File: config.mk
export PLATFORM = sky130hd
export DESIGN_NAME = plsc_core
export DESIGN_NICKNAME = d
export VERILOG_FILES = /design/src/plsc_pkg.sv /design/src/plsc_divider.sv /design/src/plsc_core.sv
export SDC_FILE = /design/constraint.sdc
export NUM_CORES = 1
export LEC_CHECK = 0
export BUFFER_PORTS_ARGS = -buffer_cell sky130_fd_sc_hd__buf_2
export CAP_MARGIN = 25
export CORE_MARGIN = 4
export CORE_UTILIZATION = 31
export DETAILED_ROUTE_END_ITERATION = 7
export PLACE_DENSITY = 0.46
export SYNTH_ARGS = -nofsm -noshare
export SYNTH_HDL_FRONTEND = slang
export SYNTH_SLANG_ARGS = --single-unit
File: constraint.sdc
create_clock -name clock -period 3.75 [get_ports clock]
set_input_delay 0.5625 -clock clock [delete_from_list [all_inputs] [get_ports clock]]
set_output_delay 0.5625 -clock clock [all_outputs]
set_load 0.02 [all_outputs]
File: src/plsc_pkg.sv
// Purpose: Constants for the phase locked speed controller core
// Assumes: Single clock domain, oscillator clock drives all logic
// Notes:   Three-level select encoded as two bits on the ports
package plsc_pkg;
  // ==========================================================
  // Prescaler selects and ratios
  // ==========================================================
  localparam logic [1:0] SEL2_LOW = 2'h0;
  localparam logic [1:0] SEL2_MID = 2'h1;
  localparam logic [1:0] SEL2_HIGH = 2'h2;
  localparam logic [2:0] DIV1_HIGH_RATIO = 3'h4;
  localparam logic [2:0] DIV1_LOW_RATIO = 3'h5;
  localparam logic [3:0] DIV2_LOW_RATIO = 4'h2;
  localparam logic [3:0] DIV2_MID_RATIO = 4'h4;
  localparam logic [3:0] DIV2_HIGH_RATIO = 4'h8;
  localparam logic [2:0] CNT1_RESET = 3'h0;
  localparam logic [3:0] CNT2_RESET = 4'h0;
  // ==========================================================
  // Phase detector states
  // ==========================================================
  typedef enum logic [1:0] {
    PD_DOWN    = 2'b00,
    PD_NEUTRAL = 2'b01,
    PD_UP      = 2'b10
  } plsc_pd_state_t;
endpackage

File: src/plsc_divider.sv
// Purpose: Programmable divide-by-N stage with one-cycle tick out
// Assumes: Ratio at least two
// Notes:   Ratio latched only at cycle boundary
`timescale 1ns/1ps
module plsc_divider #(
  parameter int W = 4
) (
  // Clock and reset
  input  wire logic         clock,
  input  wire logic         nrst,
  // Divider control
  input  wire logic         en,
  input  wire logic [W-1:0] ratio,
  // Output
  output logic              tick_q
);
  logic [W-1:0] cnt_q;
  logic [W-1:0] ratio_q;

  // ==========================================================
  // Counter, ratio reloads only on wrap
  // ==========================================================
  always_ff @(posedge clock or negedge nrst) begin
    if (!nrst) begin
      cnt_q   <= '0;
      ratio_q <= W'(2);
      tick_q  <= 1'b0;
    end else begin
      tick_q <= 1'b0;
      if (en) begin
        if (cnt_q >= ratio_q - W'(1)) begin
          cnt_q   <= '0;
          ratio_q <= ratio;
          tick_q  <= 1'b1;
        end else begin
          cnt_q <= cnt_q + W'(1);
        end
      end
    end
  end
endmodule

File: src/plsc_core.sv
// Purpose: Reference dividers, sense edge detect, phase detector, lock flag
// Assumes: Sense input already squared and synchronous to clock
// Notes:   Reference is a one-cycle tick per divided period
`timescale 1ns/1ps
// Behaviour
// RULE_01 - Select one high: first stage divides four
// RULE_02 - Select one low: first stage divides five
// RULE_03 - Select two: low two, mid four, high eight
// RULE_04 - Reference equals oscillator over total ratio
// RULE_05 - Double-edge select high disables, low enables
// RULE_06 - Double-edge: event on both sense edges
// RULE_07 - Equal frequency: output tracks phase difference
// RULE_08 - Frequency error: output saturates correcting direction
// RULE_09 - Lock asserted only without frequency error; code clears lock_q only when an edge repeats
// RULE_10 - Three-state detector; repeated edge drops lock
// RULE_11 - Select changes apply at divider boundary
module plsc_core (
  // Clock and reset
  input  wire logic       clock,
  input  wire logic       nrst,
  // Configuration
  input  wire logic       div1_sel,
  input  wire logic [1:0] div2_sel,
  input  wire logic       dbl_edge_dis,
  // Feedback
  input  wire logic       sense_in,
  // Outputs
  output logic            ref_q,
  output logic            pump_up_q,
  output logic            pump_down_q,
  output logic            lock_q
);
  logic [2:0]               ratio1;
  logic [3:0]               ratio2;
  logic                     tick1;
  logic                     tick2;
  logic                     sense_q;
  logic                     dbl_en_q;
  logic                     fb_ev;
  logic                     last_ref_q;
  logic                     last_fb_q;
  plsc_pkg::plsc_pd_state_t state_q;

  // ==========================================================
  // Prescaler ratios
  // ==========================================================
  assign ratio1 = div1_sel ? plsc_pkg::DIV1_HIGH_RATIO    // see RULE_01
                           : plsc_pkg::DIV1_LOW_RATIO;    // see RULE_02
  always_comb begin
    case (div2_sel)                                       // see RULE_03
      plsc_pkg::SEL2_LOW:  ratio2 = plsc_pkg::DIV2_LOW_RATIO;
      plsc_pkg::SEL2_MID:  ratio2 = plsc_pkg::DIV2_MID_RATIO;
      plsc_pkg::SEL2_HIGH: ratio2 = plsc_pkg::DIV2_HIGH_RATIO;
      default:             ratio2 = plsc_pkg::DIV2_MID_RATIO;
    endcase
  end

  // Cascade, ratios latched at wrap; see RULE_04 see RULE_11
  plsc_divider #(.W(3)) u_div1 (
    .clock  (clock),
    .nrst   (nrst),
    .en     (1'b1),
    .ratio  (ratio1),
    .tick_q (tick1)
  );
  plsc_divider #(.W(4)) u_div2 (
    .clock  (clock),
    .nrst   (nrst),
    .en     (tick1),
    .ratio  (ratio2),
    .tick_q (tick2)
  );

  always_ff @(posedge clock or negedge nrst) begin
    if (!nrst) begin
      ref_q <= 1'b0;
    end else begin
      ref_q <= tick2;
    end
  end

  // ==========================================================
  // Sense edge detection
  // ==========================================================
  always_ff @(posedge clock or negedge nrst) begin
    if (!nrst) begin
      sense_q  <= 1'b0;
      dbl_en_q <= 1'b0;
    end else begin
      sense_q <= sense_in;
      if (tick2) begin
        dbl_en_q <= !dbl_edge_dis;                         // see RULE_05 see RULE_11
      end
    end
  end

  assign fb_ev = dbl_en_q ? (sense_in ^ sense_q)           // see RULE_06
                          : (sense_in & !sense_q);

  // ==========================================================
  // Phase frequency detector
  // ==========================================================
  always_ff @(posedge clock or negedge nrst) begin
    if (!nrst) begin
      state_q <= plsc_pkg::PD_NEUTRAL;
    end else if (ref_q && fb_ev) begin
      state_q <= plsc_pkg::PD_NEUTRAL;                     // see RULE_07
    end else if (ref_q && !fb_ev) begin                    // see RULE_10
      case (state_q)
        plsc_pkg::PD_DOWN:    state_q <= plsc_pkg::PD_NEUTRAL;
        plsc_pkg::PD_NEUTRAL: state_q <= plsc_pkg::PD_UP;
        plsc_pkg::PD_UP:      state_q <= plsc_pkg::PD_UP;  // see RULE_08
        default:              state_q <= plsc_pkg::PD_NEUTRAL;
      endcase
    end else if (fb_ev && !ref_q) begin
      case (state_q)
        plsc_pkg::PD_UP:      state_q <= plsc_pkg::PD_NEUTRAL;
        plsc_pkg::PD_NEUTRAL: state_q <= plsc_pkg::PD_DOWN;
        plsc_pkg::PD_DOWN:    state_q <= plsc_pkg::PD_DOWN; // see RULE_08
        default:              state_q <= plsc_pkg::PD_NEUTRAL;
      endcase
    end
  end

  // Pump outputs width tracks phase lag; see RULE_07
  always_ff @(posedge clock or negedge nrst) begin
    if (!nrst) begin
      pump_up_q   <= 1'b0;
      pump_down_q <= 1'b0;
    end else begin
      pump_up_q   <= (state_q == plsc_pkg::PD_UP);
      pump_down_q <= (state_q == plsc_pkg::PD_DOWN);
    end
  end

  // ==========================================================
  // Lock flag
  // ==========================================================
  always_ff @(posedge clock or negedge nrst) begin
    if (!nrst) begin
      last_ref_q <= 1'b0;
      last_fb_q  <= 1'b0;
      lock_q     <= 1'b0;
    end else if (ref_q && fb_ev) begin
      last_ref_q <= 1'b0;
      last_fb_q  <= 1'b0;
      lock_q     <= !(last_ref_q || last_fb_q);            // see RULE_09 see RULE_10
    end else if (ref_q) begin
      last_ref_q <= 1'b1;
      last_fb_q  <= 1'b0;
      lock_q     <= !last_ref_q;                           // see RULE_09 see RULE_10
    end else if (fb_ev) begin
      last_fb_q  <= 1'b1;
      last_ref_q <= 1'b0;
      lock_q     <= !last_fb_q;                            // see RULE_09 see RULE_10
    end
  end
endmodule

==> results.toml, run 1 <==
[global_route]
grt_usage_pct = 7.86
grt_pass1_vias = 692
antenna_found_initial = 0
grt_max_degree = 26
grt_first_pass_wirelength_um = 3110
overflow = 0

[routing]
ant_nets = 0
routed_wl_um = 1700
vias_per_cell = 4.33
drc = 0
first_pass_iters = 4
via_count = 719
drt_iter0_drc = 23
wl_per_cell_um = 10.3

[power]
vdd_drop_max_mv = 0.501
p_leak_nw = 0.620
p_seq_share_pct = 41.6
p_per_area_nw_per_um2 = 818
clkPwrFrac_pct = 14.8
switching_power_w = 0.000428
p_int_w = 0.000665
power_frac_comb_pct = 43.6
switching_share_pct = 39.2

[place]
placed_cells = 162
numPortBuffers = 10
gp_congestion = 0.791
place_ws_ns = 1.59
dp_hpwl_um = 1250

[synth]
synth_edf_count = 0
syn_area_per_cell_um2 = 11.2
synth-main-ff-cell = "dfrtp_1"
yosys_warnings = 0
synthTopCellsByArea = "dfrtp_1, ha_1, dfstp_2"
syn-num-nets = 126
netlist_area_um2 = 1180
synthMostInstantiatedCell = "dfrtp_1"
synth_cell_types = 26
synth-seq-cells = 25
async_flop_share_pct = 100
synth_top_cell_area_share_pct = 46.6
ys_seq_area_share_pct = 53.3
synth_common_cells = "dfrtp_1, ha_1, inv_1, nor2_1, o21ai_0"
yosysTopAreaCell = "dfrtp_1"
synth_cells = 105

[run]
cap_violations = 0

[clocking]
cts_inserted_buffers = 3
cts-resized-gates = 0
cts_root_buf = "clkbuf_8"
cts_buffer_depth = 2
cts_tree = "done"
numClockSinks = 25
ctsHtreeMaxLevel = 1
ctsHoldBuffers = 0
clkSlewWorstSetupHoldPaths_ns = 0.09
clkLatencyLatePin_ns = 0.27
cts_setup_buffers = 0

[setup_path]
reg2reg_from = "u_div2.ratio_q[1]$_DFFE_PN1P_"
r2r_end = "u_div2.ratio_q[3]$_DFFE_PN0P_"
worst_setup_path_start_kind = "register"
crit_family = "flip-flops"
crit_slowest_cell = "dfstp_2"
critPathMaxFanout = 6
critPathBufInv = 1
crit_arrival_ns = 2.33
reg2reg_depth = 8
worst-setup-path-type = "reg -> reg"
critical_path.max_stage_delay_ns = 0.54
cp_cell_sequence = "inv_1 -> ha_1 -> xnor2_1 -> ha_1 -> nand2_1 -> o21ai_2 -> and2_4 -> mux2_4"
r2r_setup_slack_ns = 1.58
crit_top_cell = "ha_1"
worst_setup_path_end_kind = "register"
critPathRequiredTime_ns = 3.91

[timing]
setup_slack_ns = 1.58
finalSetupViolations = 0
min_period_ns = 2.17
fin_crit_sh_pct = 57.8
tightest_slew_ns = 0.553
drv_slew = 0
finalHoldViolCount = 0
clock_skew_ns = 0.00320
rsz0062_at_grt = "false"
fmax_mhz = 461
fin_setup_tns_ns = 0
max_slew_margin_pct = 63.1

[final_layout]
n_antenna_cell = 0
fin_util_pct = 36.5
drive_gt1_share_pct = 20.3
area_growth_syn_to_layout_pct = 13.0
layout.cells.non_filler = 166
nets = 140
nFillCells = 376

[floorplan]
start_util_pct = 32.3
num_rows = 22
die_w_um = 69.7
die_area_um2 = 4860
die_h_um = 69.7
coreArea_um2 = 3660
ios = 11

[status]
status = "completed"

[worst_hold_path]
min_path_type = "in -> async"
[cell type report]
cell class	count	area, um^2	area share, %
sequential	25	629	47.1
multi-input combinational	66	498	37.3
tap	48	60.1	4.50
timing repair buffer	10	50.0	3.75
inverter	13	48.8	3.66
clock buffer	3	41.3	3.09
clock inverter	1	7.51	0.562
[state kept, by name, summed over array words and instances, names as in the netlist, 2 cells and up]
register        count
u_div2.cnt_q        4
state_q             2
u_div1.ratio_q      3
u_div1.cnt_q        3
u_div2.ratio_q      3
[worst max-delay path by stage]
stage	startpoint	endpoint	slack, ns	cells past startpoint
2_1_floorplan	u_div2.ratio_q[1]$_DFFE_PN1P_	u_div2.ratio_q[3]$_DFFE_PN0P_	1.69	8
3_3_place_gp	u_div2.ratio_q[1]$_DFFE_PN1P_	u_div2.ratio_q[3]$_DFFE_PN0P_	1.61	8
3_5_place_dp	u_div2.ratio_q[1]$_DFFE_PN1P_	u_div2.ratio_q[3]$_DFFE_PN0P_	1.59	8
4_1_cts	u_div2.ratio_q[1]$_DFFE_PN1P_	u_div2.ratio_q[3]$_DFFE_PN0P_	1.57	8
5_1_grt	u_div2.ratio_q[1]$_DFFE_PN1P_	u_div2.ratio_q[3]$_DFFE_PN0P_	1.48	8
6_report	u_div2.ratio_q[1]$_DFFE_PN1P_	u_div2.ratio_q[3]$_DFFE_PN0P_	1.58	8
[power groups by stage]
stage                     Sequential (W)  Clock (W)  Combinational, W
after floorplan                 0.000453          0          0.000389
after global placement          0.000459          0          0.000477
final                           0.000455   0.000162          0.000476
after detailed placement        0.000460          0          0.000484
after global routing            0.000472   0.000183          0.000552
after CTS                       0.000456   0.000171          0.000488
[metal layers]
metal | up-vias | GRT usage [%] | share of wire (%)
met3 | 2 | 3.33 | 4.5
li1 | 377 | - | -
met2 | 12 | 11.2 | 44
met4 | 0 | 1.91 | 0.70
met1 | 328 | 11.0 | 51
met5 | - | 0 | 0
[cell families after synthesis]
group	count (synthesis)	share of synthesized area [%]
mux	4	3.81
simple gates	26	10.3
fa+ha+maj	14	14.8
flops	25	53.3
xor+xnor	3	2.22
compound gates	19	11.0
buf+inv	14	4.55
[stage by stage]
step / area [um^2] / hold slack [ns] / total power, W
after floorplan: 1180 / 0.267 / 0.000843
after global placement: 1290 / 0.395 / 0.000936
after detailed placement: 1290 / 0.390 / 0.000944
after CTS: 1340 / 0.292 / 0.00111
after global routing: 1340 / 0.312 / 0.00121
final: 1340 / 0.271 / 0.00109
[worst reg2reg max path, cell delays in order (launching register included)]
cell and delay (ns):
dfstp_2 0.54, inv_1 0.05, ha_1 0.19, xnor2_1 0.12, ha_1 0.33, nand2_1 0.09, o21ai_2 0.24, and2_4 0.21
mux2_4 0.29
[cells in the final DEF (no fill, tap or decap)]
| cell | instances |
|---|---|
| o22ai_1 | 2 |
| a21oi_1 | 2 |
| or2_2 | 1 |
| ha_1 | 14 |
| inv_1 | 13 |
| clkbuf_8 | 3 |
| buf_2 | 10 |
| nor2b_1 | 2 |
| nand2_1 | 3 |
| mux2_4 | 1 |
| a21oi_4 | 1 |
| nand2b_1 | 1 |
| clkinvlp_4 | 1 |
| o21ai_0 | 8 |
| and2_4 | 1 |
| o21ai_2 | 1 |
| xnor2_1 | 3 |
| a21oi_2 | 2 |
| nor2_1 | 13 |
| o2bb2ai_1 | 1 |
| dfrtp_1 | 22 |
| o211ai_1 | 1 |
| nor3_1 | 1 |
| nor3b_1 | 1 |
| nand3_1 | 3 |
| a221oi_1 | 1 |
| dfstp_2 | 3 |
| mux2i_1 | 3 |
Note: power is estimated with default switching activity, not from simulation.
==> run 2: changes to the inputs <==
Settings changed: PLACE_DENSITY 0.46 to 0.48.
Clock period 3.75 ns to 1.8 ns, I/O delays scaled along.
==> run 2 against run 1 <==
The run now ends with negative setup slack left; sequential cell count stayed put; sequential share of layout area is 4.1 points lower; worst hold slack worse by 0.15 ns; design area is 9.7% higher; non-clock buffer count is 7 higher.
==> results.toml, run 2 (synthesis gave the netlist of run 1 again) <==
[power]
power_frac_comb_pct = 52.8
p_int_w = 0.00168
switching_power_w = 0.00108
p_per_area_nw_per_um2 = 1890
clkPwrFrac_pct = 12.3
vdd_drop_max_mv = 0.909
p_seq_share_pct = 34.9
switching_share_pct = 39.2
p_leak_nw = 0.672

[timing]
drv_slew = 0
rsz0062_at_grt = "true"
tightest_slew_ns = 0.556
fin_crit_sh_pct = 105
clock_skew_ns = 0.00749
max_slew_margin_pct = 62.9
finalHoldViolCount = 0
min_period_ns = 1.89
finalSetupViolations = 4
fmax_mhz = 528
setup_slack_ns = -0.0944

[setup_path]
critPathMaxFanout = 2
crit_arrival_ns = 2.06
worst_setup_path_start_kind = "register"
critPathRequiredTime_ns = 1.97
worst-setup-path-type = "reg -> reg"
worst_setup_path_end_kind = "register"

[floorplan]
die_h_um = 69.7
die_area_um2 = 4860
start_util_pct = 32.3
ios = 11
coreArea_um2 = 3660
die_w_um = 69.7
num_rows = 22

[clocking]
numClockSinks = 25
cts_tree = "done"
cts_buffer_depth = 2
cts_root_buf = "clkbuf_8"
clkLatencyLatePin_ns = 0.27
ctsHtreeMaxLevel = 1
clkSlewWorstSetupHoldPaths_ns = 0.09
cts_inserted_buffers = 3

[final_layout]
nets = 147
seq_area_um2 = 629
drive_gt1_share_pct = 31.2
largest-register = "u_div2.cnt_q"
layout_commonest_cell = "dfrtp_1"
nFillCells = 351
largest_reg_flops = 4
n_antenna_cell = 0
final_cell_mix = "dfrtp_1, inv_1, nor2_1"
fin_area_um2 = 1460
area_growth_syn_to_layout_pct = 23.9
multiInputGateArea_um2 = 572

[place]
place_area_um2 = 1320
gp_congestion = 0.735
numPortBuffers = 10
place_ws_ns = -0.203
dp_hpwl_um = 1410

[global_route]
antenna_found_initial = 0
overflow = 0
grt_first_pass_wirelength_um = 3440
grt_pass1_vias = 771
grt_max_degree = 26
grt_usage_pct = 8.91

[routing]
wl_per_cell_um = 11.5
ant_nets = 0
via_count = 754
routed_wl_um = 1990
drt_iter0_drc = 23
first_pass_iters = 2
drc = 0
vias_per_cell = 4.36

[status]
status = "finished, violations left"
violations = "negative setup slack"

[worst_hold_path]
min_path_type = "in -> reg"

[run]
cap_violations = 0
## run 2: cell types whose count changed in the layout (fill, tap and decap cells not counted), moves of 2 or more
| cell | before | now |
|---|---|---|
| buf_4 | 0 | 6 |
| ha_1 | 14 | 11 |
| o21ai_0 | 8 | 5 |
| ha_4 | 0 | 2 |
| o21ai_2 | 1 | 3 |
## run 2: per-stage QoR
step	total power, W	hold slack [ns]	cells	TNS [ns]	utilization [%]
global route	0.00300	0.106	173	-0.606	40.0
floorplan	0.00178	-0.0256	105	-0.252	-
detailed placement	0.00210	0.302	165	-0.584	36.1
CTS	0.00263	0.111	172	-0.273	38.7
finish	0.00276	0.119	173	-0.228	40.0
global placement	0.00205	0.301	165	-0.358	36.1
## run 2: timing repair
item                                   in CTS  in global routing
buffers inserted                            2                  1
endpoints found under the hold margin      13                  0
gates resized for setup                     5                  9
hold buffers                                1                  0
setup endpoints to repair                   9                 12
pin swaps                                   4                  4
## run 2: worst paths after layout
| kind | from | end | slack (ns) | cells past startpoint |
|---|---|---|---|---|
| worst max-delay path | u_div2.ratio_q[1]$_DFFE_PN1P_ | u_div2.ratio_q[3]$_DFFE_PN0P_ | -0.09 | 8 |
| worst min-delay path | sense_in | sense_q$_DFF_PN0_ | 0.12 | 1 |
| worst max register to register | u_div2.ratio_q[1]$_DFFE_PN1P_ | u_div2.ratio_q[3]$_DFFE_PN0P_ | -0.09 | 8 |
| worst min register to register | u_div2.tick_q$_DFF_PN0_ | ref_q$_DFF_PN0_ | 0.41 | 0 |
| max in group asynchronous | nrst | u_div2.ratio_q[1]$_DFFE_PN1P_ | 0.91 | 2 |
| min in group asynchronous | nrst | u_div1.ratio_q[0]$_DFFE_PN0P_ | 0.51 | 2 |
## run 2: power by group through the flow
stage / Combinational, W / Sequential, W / Clock, W
6_report: 0.00146 / 0.000965 / 0.000341
5_1_grt: 0.00162 / 0.000993 / 0.000387
4_1_cts: 0.00131 / 0.000962 / 0.000362
3_5_place_dp: 0.00114 / 0.000964 / 0
3_3_place_gp: 0.00109 / 0.000957 / 0
2_1_floorplan: 0.000831 / 0.000946 / 0
## run 2: per-layer routing
metal,wire (um),GRT usage (%)
met5,0,0
met4,19,2.55
met3,89,3.62
met2,937,14.6
met1,942,10.8
## run 2: worst max-delay path, stage by stage (launching register included)
cell	delay (ns)
dfstp_2	0.54
inv_2	0.05
ha_4	0.16
xnor2_4	0.13
ha_4	0.30
nand2_4	0.05
o21ai_2	0.12
and2_4	0.16
mux2_4	0.29
## run 2: cell type report
| type | count | share of cell area, % |
|---|---|---|
| Sequential cell | 25 | 43.0 |
| Clock inverter | 1 | 0.513 |
| Multi-Input combinational cell | 66 | 39.1 |
| Inverter | 13 | 3.33 |
| Clock buffer | 3 | 2.82 |
| Timing Repair Buffer | 17 | 7.18 |
| Tap cell | 48 | 4.10 |
==> run 3: changes to the inputs <==
Settings changed: ABC_AREA set to 1, CELL_PAD_IN_SITES_DETAIL_PLACEMENT set to 0, CELL_PAD_IN_SITES_GLOBAL_PLACEMENT set to 2, PLACE_DENSITY 0.48 to 0.68.
==> run 3 against run 2 <==
First-iteration DRC count decreased by 22%; clock power barely moved; sequential power hardly changed; die area increased by 2.4%; the flow now finishes without violations; routed wire length decreased by 2.0%; worst hold slack barely moved; critical endpoint is now u_div1.ratio_q[2]$_DFFE_PN0P_; non-clock buffer count fell by 2; power fell by 4.0%; global-route usage decreased by 0.17 points.
==> results.toml, run 3 <==
[floorplan]
die_area_um2 = 4980
die_h_um = 70.6
coreArea_um2 = 3720
start_util_pct = 32.7
die_w_um = 70.6
num_rows = 22
ios = 11

[clocking]
ctsHtreeMaxLevel = 1
cts_buffer_depth = 2
cts_root_buf = "clkbuf_8"
clkSlewWorstSetupHoldPaths_ns = 0.09
cts_inserted_buffers = 3
numClockSinks = 25
clkLatencyLatePin_ns = 0.27
cts_tree = "done"

[power]
p_leak_nw = 0.737
total_power_w = 0.00265
vdd_drop_max_mv = 0.612
p_per_area_nw_per_um2 = 1790

[synth]
synth_cells = 123
syn-num-nets = 144
syn_area_per_cell_um2 = 9.87
synth_cell_types = 21
synthTopCellsByArea = "dfrtp_1, ha_1, dfstp_2"
async_flop_share_pct = 100
synth_top_cell_area_share_pct = 45.4
yosys_warnings = 0
ys_seq_area_share_pct = 51.9
synthMostInstantiatedCell = "dfrtp_1"
synth-main-ff-cell = "dfrtp_1"
netlist_area_um2 = 1210
synth_common_cells = "dfrtp_1, inv_1, nand2_1, ha_1, nor2_1"
yosysTopAreaCell = "dfrtp_1"
synth_edf_count = 0
synth-seq-cells = 25

[timing]
drv_slew = 0
finalSetupViolations = 0
holdWs_ns = 0.119
max_slew_margin_pct = 62.8
fin_crit_sh_pct = 98.4
min_period_ns = 1.77
tightest_slew_ns = 0.557
finalHoldViolCount = 0
setup_slack_ns = 0.0288
fmax_mhz = 565
clock_skew_ns = 0.00424
rsz0062_at_grt = "true"

[setup_path]
critPathMaxFanout = 4
critPathRequiredTime_ns = 1.96
worst_setup_path_start_kind = "register"
worst-setup-path-type = "reg -> reg"
worst_setup_path_end_kind = "register"
crit_arrival_ns = 1.94

[final_layout]
largest-register = "u_div2.cnt_q"
drive_gt1_share_pct = 29.8
area_growth_syn_to_layout_pct = 22.1
final_cell_mix = "dfrtp_1, nand2_1, inv_1"
layout.cells.non_filler = 189
largest_reg_flops = 4
nFillCells = 397
fin_util_pct = 39.9
n_antenna_cell = 0
layout_commonest_cell = "dfrtp_1"
nets = 163

[global_route]
grt_pass1_vias = 812
grt_usage_pct = 8.74
grt_first_pass_wirelength_um = 3560
overflow = 0
grt_max_degree = 26
antenna_found_initial = 0

[routing]
wl_per_cell_um = 10.3
drc = 0
ant_nets = 0
routed_wl_um = 1950
vias_per_cell = 4.33
drt_iter0_drc = 18
first_pass_iters = 4
via_count = 819

[place]
gp_congestion = 0.739
numPortBuffers = 10
placed_cells = 184
dp_hpwl_um = 1410
place_ws_ns = 0.0363

[status]
status = "completed"

[run]
cap_violations = 0

[worst_hold_path]
min_path_type = "in -> reg"
## run 3: cell types whose count changed in the layout (fill, tap and decap cells not counted), moves of 3 or more
cell / change
nand2_1: +17
inv_1: +5
nor2_1: -5
nand3_1: +4
nor2_2: +4
buf_4: -3
mux2i_1: -3
## run 3: stage by stage
step / area [um^2] / setup TNS (ns)
3_3_place_gp: 1350 / 0
3_5_place_dp: 1350 / 0
6_report: 1480 / 0
5_1_grt: 1480 / -0.131
2_1_floorplan: 1210 / 0
4_1_cts: 1410 / 0
## run 3: final cells by class
cell class / instances / area, um^2 / share of cell area [%]
Sequential cell: 25 / 629 / 42.5
Multi-Input combinational cell: 77 / 574 / 38.8
Timing Repair Buffer: 15 / 93.8 / 6.33
Inverter: 20 / 75.1 / 5.07
Tap cell: 48 / 60.1 / 4.05
Clock buffer: 3 / 41.3 / 2.79
Clock inverter: 1 / 7.51 / 0.507
## run 3: what timing repair did
| item | CTS | global route |
|---|---|---|
| hold endpoints to repair | 13 | 0 |
| hold buffers | 1 | 0 |
| setup endpoints to repair | 0 | 13 |
| buffers inserted | 0 | 0 |
| resized for setup | 0 | 19 |
## run 3: worst paths after layout
path | cells after the start | slack [ns] | startpoint | to
worst max register to register | 7 | 0.03 | u_div1.ratio_q[1]$_DFFE_PN1P_ | u_div1.ratio_q[2]$_DFFE_PN0P_
max in group asynchronous | 2 | 0.90 | nrst | u_div2.ratio_q[1]$_DFFE_PN1P_
worst max-delay path | 7 | 0.03 | u_div1.ratio_q[1]$_DFFE_PN1P_ | u_div1.ratio_q[2]$_DFFE_PN0P_
worst min register to register | 0 | 0.42 | u_div2.tick_q$_DFF_PN0_ | ref_q$_DFF_PN0_
worst min-delay path | 1 | 0.12 | sense_in | sense_q$_DFF_PN0_
min in group asynchronous | 2 | 0.51 | nrst | u_div1.ratio_q[0]$_DFFE_PN0P_
## run 3: where the power goes
part,switching [W],leakage [nW],internal [W]
clock network,0.000181,0.0217,0.000157
registers,0.000174,0.302,0.000787
logic,0.000765,0.413,0.000586
## run 3: metal layers
| metal | GRT usage (%) | wire (um) | up-vias |
|---|---|---|---|
| met2 | 13.6 | 906 | 12 |
| met3 | 3.41 | 68 | 2 |
| met5 | 0 | 0 | - |
| li1 | - | - | 422 |
| met1 | 11.3 | 959 | 383 |
| met4 | 2.51 | 14 | 0 |
## run 3: cells by family after synthesis
logic type	share of synthesized area, %
simple gates	16.8
buf+inv	6.80
compound gates	6.50
flops	51.9
xor+xnor	3.61
fa+ha+maj	14.4
## run 3: critical path: stages, from the launching register on
cell	delay (ns)
dfstp_2	0.54
inv_2	0.04
ha_4	0.15
xnor2_2	0.12
ha_1	0.33
a21oi_2	0.14
nand3_2	0.11
or2_1	0.23
